**src/rtl/fee_consts.svh**
```systemverilog
`ifndef FEE_CONSTS_SVH
`define FEE_CONSTS_SVH

// control word width and reset value
`define FEE_CTRL_W        16
`define FEE_CTRL_RESET    16'h0000
// bits that hold storage; the rest read as zero
`define FEE_CTRL_MASK     16'h3F3F

// bit positions of the control word
`define FEE_B_VCOBUF      13
`define FEE_B_VCO         12
`define FEE_B_OPEN_LOOP   11
`define FEE_B_CLK_GATE    10
`define FEE_B_LOCK_START  9
`define FEE_B_SYN_BIAS    8
`define FEE_B_MPA         5
`define FEE_B_TXBUF       4
`define FEE_B_MIXQ        3
`define FEE_B_MIXI        2
`define FEE_B_LNA         1
`define FEE_B_RXBUF       0

`endif

```
**src/rtl/fee_pkg.sv**
```systemverilog
`default_nettype none
package fee_pkg;

	// enable lines to the analog blocks and synthesizer
	typedef struct packed {
		logic vcobuf;
		logic vco;
		logic mpa;
		logic txbuf;
		logic mixq;
		logic mixi;
		logic lna;
		logic rxbuf;
		logic syn_bias;
		logic syn_clk;
		logic lock_start;
		logic open_loop;
	} fee_en_t;

	// synthesizer loop tracking
	typedef enum logic [1:0] {
		FEE_CLOSED  = 2'b00,
		FEE_LOCKING = 2'b01,
		FEE_OPEN    = 2'b10
	} fee_loop_t;

endpackage

`default_nettype wire

```
**src/rtl/fee_enable_reg.sv**
```systemverilog
`timescale 1ns/1ps
`default_nettype none
`include "fee_consts.svh"

module fee_enable_reg (
	input  wire logic                   CLK_SYS,
	input  wire logic                   RST,
	input  wire logic                   WR_STB,
	input  wire logic [`FEE_CTRL_W-1:0] WR_DATA,
	input  wire logic                   LOCK_DET,
	output logic      [`FEE_CTRL_W-1:0] RD_DATA,
	output fee_pkg::fee_en_t            EN_OUT
);

	logic [`FEE_CTRL_W-1:0] ctrl_q;
	logic [`FEE_CTRL_W-1:0] ctrl_d;
	fee_pkg::fee_en_t       en_q;
	fee_pkg::fee_en_t       en_d;
	fee_pkg::fee_loop_t     loop_q;
	fee_pkg::fee_loop_t     loop_d;

	// map the control word onto the enable lines
	function automatic fee_pkg::fee_en_t fee_decode(input logic [`FEE_CTRL_W-1:0] w,
			input fee_pkg::fee_loop_t lp);
		fee_pkg::fee_en_t e;
		e.vcobuf     = w[`FEE_B_VCOBUF];
		e.vco        = w[`FEE_B_VCO];
		e.mpa        = w[`FEE_B_MPA];
		e.txbuf      = w[`FEE_B_TXBUF];
		e.mixq       = w[`FEE_B_MIXQ];
		e.mixi       = w[`FEE_B_MIXI];
		e.lna        = w[`FEE_B_LNA];
		e.rxbuf      = w[`FEE_B_RXBUF];
		e.syn_bias   = w[`FEE_B_SYN_BIAS];
		e.syn_clk    = w[`FEE_B_CLK_GATE];
		e.lock_start = w[`FEE_B_LOCK_START];
		e.open_loop  = (lp == fee_pkg::FEE_OPEN);
		return e;
	endfunction

	// control word update at the end of a serial access
	always_comb begin
		ctrl_d = ctrl_q;
		if (WR_STB) begin
			ctrl_d = WR_DATA & `FEE_CTRL_MASK;
		end
	end

	// loop tracking: closed, locking, opened after lock
	always_comb begin
		loop_d = loop_q;
		// locking only while lock-start is set
		if (!ctrl_d[`FEE_B_LOCK_START] || !ctrl_d[`FEE_B_SYN_BIAS]) begin
			loop_d = fee_pkg::FEE_CLOSED;
		end else begin
			case (loop_q)
				fee_pkg::FEE_CLOSED: begin
					loop_d = fee_pkg::FEE_LOCKING;
				end
				// open loop once lock detect seen while the open-loop bit is set
				fee_pkg::FEE_LOCKING: begin
					if (LOCK_DET && ctrl_d[`FEE_B_OPEN_LOOP]) begin
						loop_d = fee_pkg::FEE_OPEN;
					end
				end
				// bit cleared returns to locking
				fee_pkg::FEE_OPEN: begin
					if (!ctrl_d[`FEE_B_OPEN_LOOP]) begin
						loop_d = fee_pkg::FEE_LOCKING;
					end
				end
				default: begin
					loop_d = fee_pkg::FEE_CLOSED;
				end
			endcase
		end
	end

	// enables follow the new word together
	always_comb begin
		en_d = fee_decode(ctrl_d, loop_d);
	end

	// registers
	// reset to zero
	always_ff @(posedge CLK_SYS or posedge RST) begin
		if (RST) begin
			ctrl_q <= `FEE_CTRL_RESET;
			en_q   <= '0;
			loop_q <= fee_pkg::FEE_CLOSED;
		end else begin
			ctrl_q <= ctrl_d;
			en_q   <= en_d;
			loop_q <= loop_d;
		end
	end

	assign RD_DATA = ctrl_q;
	assign EN_OUT  = en_q;
endmodule

`default_nettype wire

```
**config.mk**
```make
export PLATFORM = sky130hd
export DESIGN_NAME = fee_enable_reg
export DESIGN_NICKNAME = d
export VERILOG_FILES = /design/src/rtl/fee_pkg.sv /design/src/rtl/fee_enable_reg.sv
export VERILOG_INCLUDE_DIRS = /design/src /design/src/rtl
export SDC_FILE = /design/constraint.sdc
export NUM_CORES = 1
export LEC_CHECK = 0
export BUFFER_PORTS_ARGS = -buffer_cell sky130_fd_sc_hd__clkbuf_2
export CORE_MARGIN = 10
export CORE_UTILIZATION = 42
export DETAILED_ROUTE_END_ITERATION = 10
export GPL_TIMING_DRIVEN = 0
export PLACE_DENSITY_LB_ADDON = 0.05
export SYNTH_ARGS = -nofsm -noshare
export SYNTH_HDL_FRONTEND = slang
export SYNTH_SLANG_ARGS = --single-unit
export TNS_END_PERCENT = 100
```
**constraint.sdc**
```tcl
create_clock -name CLK_SYS -period 2.65 [get_ports CLK_SYS]
set_clock_uncertainty 0.15 [all_clocks]
set_input_delay 0.265 -clock CLK_SYS [delete_from_list [all_inputs] [get_ports CLK_SYS]]
set_output_delay 0.265 -clock CLK_SYS [all_outputs]
set_load 0.005 [all_outputs]
```
==> metrics.md <==
| Metric | Value |
|---|---|
| Status | `completed` |
| Slowest cell delay on critical path | `410 ps` |
| Worst Setup End Kind | `output port` |
| Critical path startpoint category | `flip-flop` |
| Yosys top cell by area | `dfrtp_1` |
| First-pass DRT Iterations | `3` |
| Initial antenna violation count | `0` |
| Worst R2R Setup Slack | `1350 ps` |
| Fin. max-slew vios | `0` |
| CTS Buf Count | `3` |
| Postcts setup bufs | `0` |
| N_diodes | `0` |
| Max rail drop VDD | `0.0005163 V` |
| Multiplexer share of the synthesized area | `19.72%` |
| IO Pins | `48` |
| WL final | `1629 µm` |
| Endpoints failing setup | `0` |
| Critical path class | `reg -> out` |
| TritonCTS clock tree | `yes` |
| Starting DRT DRC Count | `7` |
| Final #Nets | `122` |
| Core Rows | `14` |
| Xor and xnor fraction of the mapped netlist area | `0%` |
| Die width | `60.96 µm` |
| Syn avg cell area | `13.04 µm²` |
| Post-Synthesis Cells | `54` |
| Synth Area in Compound Gates | `4.796%` |
| Main combinational cell family by area after synthesis | `multiplexers` |
| Clk_lat worst skew | `280 ps` |
| Synth Cell Area | `704.4 µm²` |
| Starting Density | `45.70%` |
| Clock Path Buffers | `2` |
| H-tree levels | `1` |
| Arrival @ worst endpoint | `940 ps` |
| Relative slew margins | `64.14%` |
| DRC viols | `0` |
| F_max | `740.2 MHz` |
| Yosys top cell area share | `53.29%` |
| Remaining Overflow, GRT | `0` |
| Clock-pin slew on the worst setup and hold paths | `90 ps` |
| Family with the most delay on the worst path | `flip-flops` |
| Total core area | `1541 µm²` |
| Vias per Instance | `4.410` |
| Port Buf Inserts | `39` |
| Post-Synth Simple-Gate Area | `4.440%` |
| WP data required | `2240 ps` |
| Register area share after synthesis | `53.29%` |
| Dpl ws | `1268 ps` |
| CTS-repair resized insts | `0` |
| Final Critical Period | `1351 ps` |
| Setup slack after layout | `1299 ps` |
| Number of synthesized register bits | `15` |
| Library cells used by synthesis | `14` |
| Area share of fa/ha/maj cells after synthesis | `0%` |
| Syn. warnings | `0` |
| Die area | `3716 µm²` |
| Area grow syn2layout | `37.30%` |
| Via count | `516` |
| Crit path buffers/inverters | `2` |
| Tot GR Track Use | `9.354%` |
| Antenna viol nets, final | `0` |
| Crit-path cells | `buf_4 -> clkbuf_2` |
| CP max stage cell | `dfrtp_1` |
| GP Congestion | `0.6295` |
| RSZ-0062 raised after global routing | `false` |
| Die Height | `60.96 µm` |
| Clk sinks | `15` |
| Slew @ Worst Pin | `537.3 ps` |
| Fin crit share | `50.98%` |
| Synth top area cells | `dfrtp_1 53%, mux2_2 18%, buf_4 16%` |
| Layout cells sized above 1 | `70.30%` |
| Final TNS setup | `0 ps` |
| Number of global-route vias before repair | `565` |
| Pwr/cell area | `530.5 nW/µm²` |
| Critical-path maximum fanout | `4` |
| DR WL/cell | `13.92 µm` |
| Hold Path Class | `in -> reg` |
| Largest net degree at the start of global routing | `16` |
| Pleak | `0.5473 nW` |
| Global-route wire length before repair | `2573 µm` |
| Hold Fails Final Rpt | `0` |
| Clk root buf | `clkbuf_4` |
| Max-Cap Viols | `0` |
-- metrics by stage --
stage	util (%)	hold WS, ps	cell area (µm²)	power (W)	instances
after floorplan	-	16.48	715.7	0.0003339	57
after global placement	60.39	175.5	930.9	0.0003892	112
after detailed placement	60.39	162.9	930.9	0.0003931	112
after CTS	62.74	59.99	967.2	0.0005236	117
after global routing	62.74	49.41	967.2	0.0005481	117
final	62.74	62.45	967.2	0.0005131	117
-- worst paths after layout --
kind,from,to,cells past startpoint
min,WR_DATA[0],RD_DATA[0],2
min in group asynchronous,RST,RD_DATA[9],3
max,RD_DATA[9],RD_DATA[9],2
max reg2reg,RD_DATA[11],loop_q[0],3
min reg2reg,loop_q[0],loop_q[0],1
max in group asynchronous,RST,RD_DATA[12],3
-- cells in the final DEF, fill, tap and decap left out, types with 2 or more instances in the layout --
cell type  synthesis  routed
and3b_1            2       2
mux2_2            11      11
clkbuf_4           0       3
nor2_1             2       2
clkbuf_2           0      39
conb_1             1       4
dfrtp_1           15      15
buf_4             15      15
-- sequential cells by signal (all words and copies together) (netlist names) --
| name | count |
|---|---|
| loop_q | 2 |
| RD_DATA | 12 |
| EN_OUT | 1 |
-- report_power, final --
part           total, W  switching (W)  internal, W
sequential     0.000265      0.0000155     0.000249
combinational  0.000121      0.0000451    0.0000759
clock          0.000128      0.0000691    0.0000585
-- cells by family (layout without fill, tap and decap cells) --
| family | count (synthesis) | in the layout |
|---|---|---|
| buffers and inverters | 17 | 61 |
| DFF | 15 | 15 |
| muxes | 12 | 12 |
| and+or+nand+nor | 5 | 5 |
| AOI/OAI and AO/OA | 4 | 4 |
| other | 1 | 4 |
-- routing by layer --
metal	GRT usage, %	up-vias	routed length [µm]
li1	-	256	-
met1	9.288	229	551
met2	16.30	27	856
met3	4.593	4	192
met4	3.762	0	28
met5	0	-	0
-- final cells by class --
type	count	area [µm²]
flip-flops and latches	15	375.4
fillers	134	574.3
inverters	1	3.754
repair buffers	40	205.2
plain buffers	16	117.6
multi-input cells	25	219.0
well taps	16	20.02
clock buffers	4	26.28
-- synth_stat cells --
master and count:
a31oi_1 1, o21ai_0 1, inv_1 1, dfrtp_1 15, buf_2 1, and3b_1 2, nor2b_1 1, conb_1 1
a221oi_2 1, mux2_4 1, nor2_1 2, a21o_1 1, mux2_2 11, buf_4 15
-- repair_timing --
item,CTS,global route
hold buffers,1,0
endpoints found under the hold margin,15,0
endpoints found under the setup margin,0,0
Note: power is estimated with default switching activity, not from simulation.
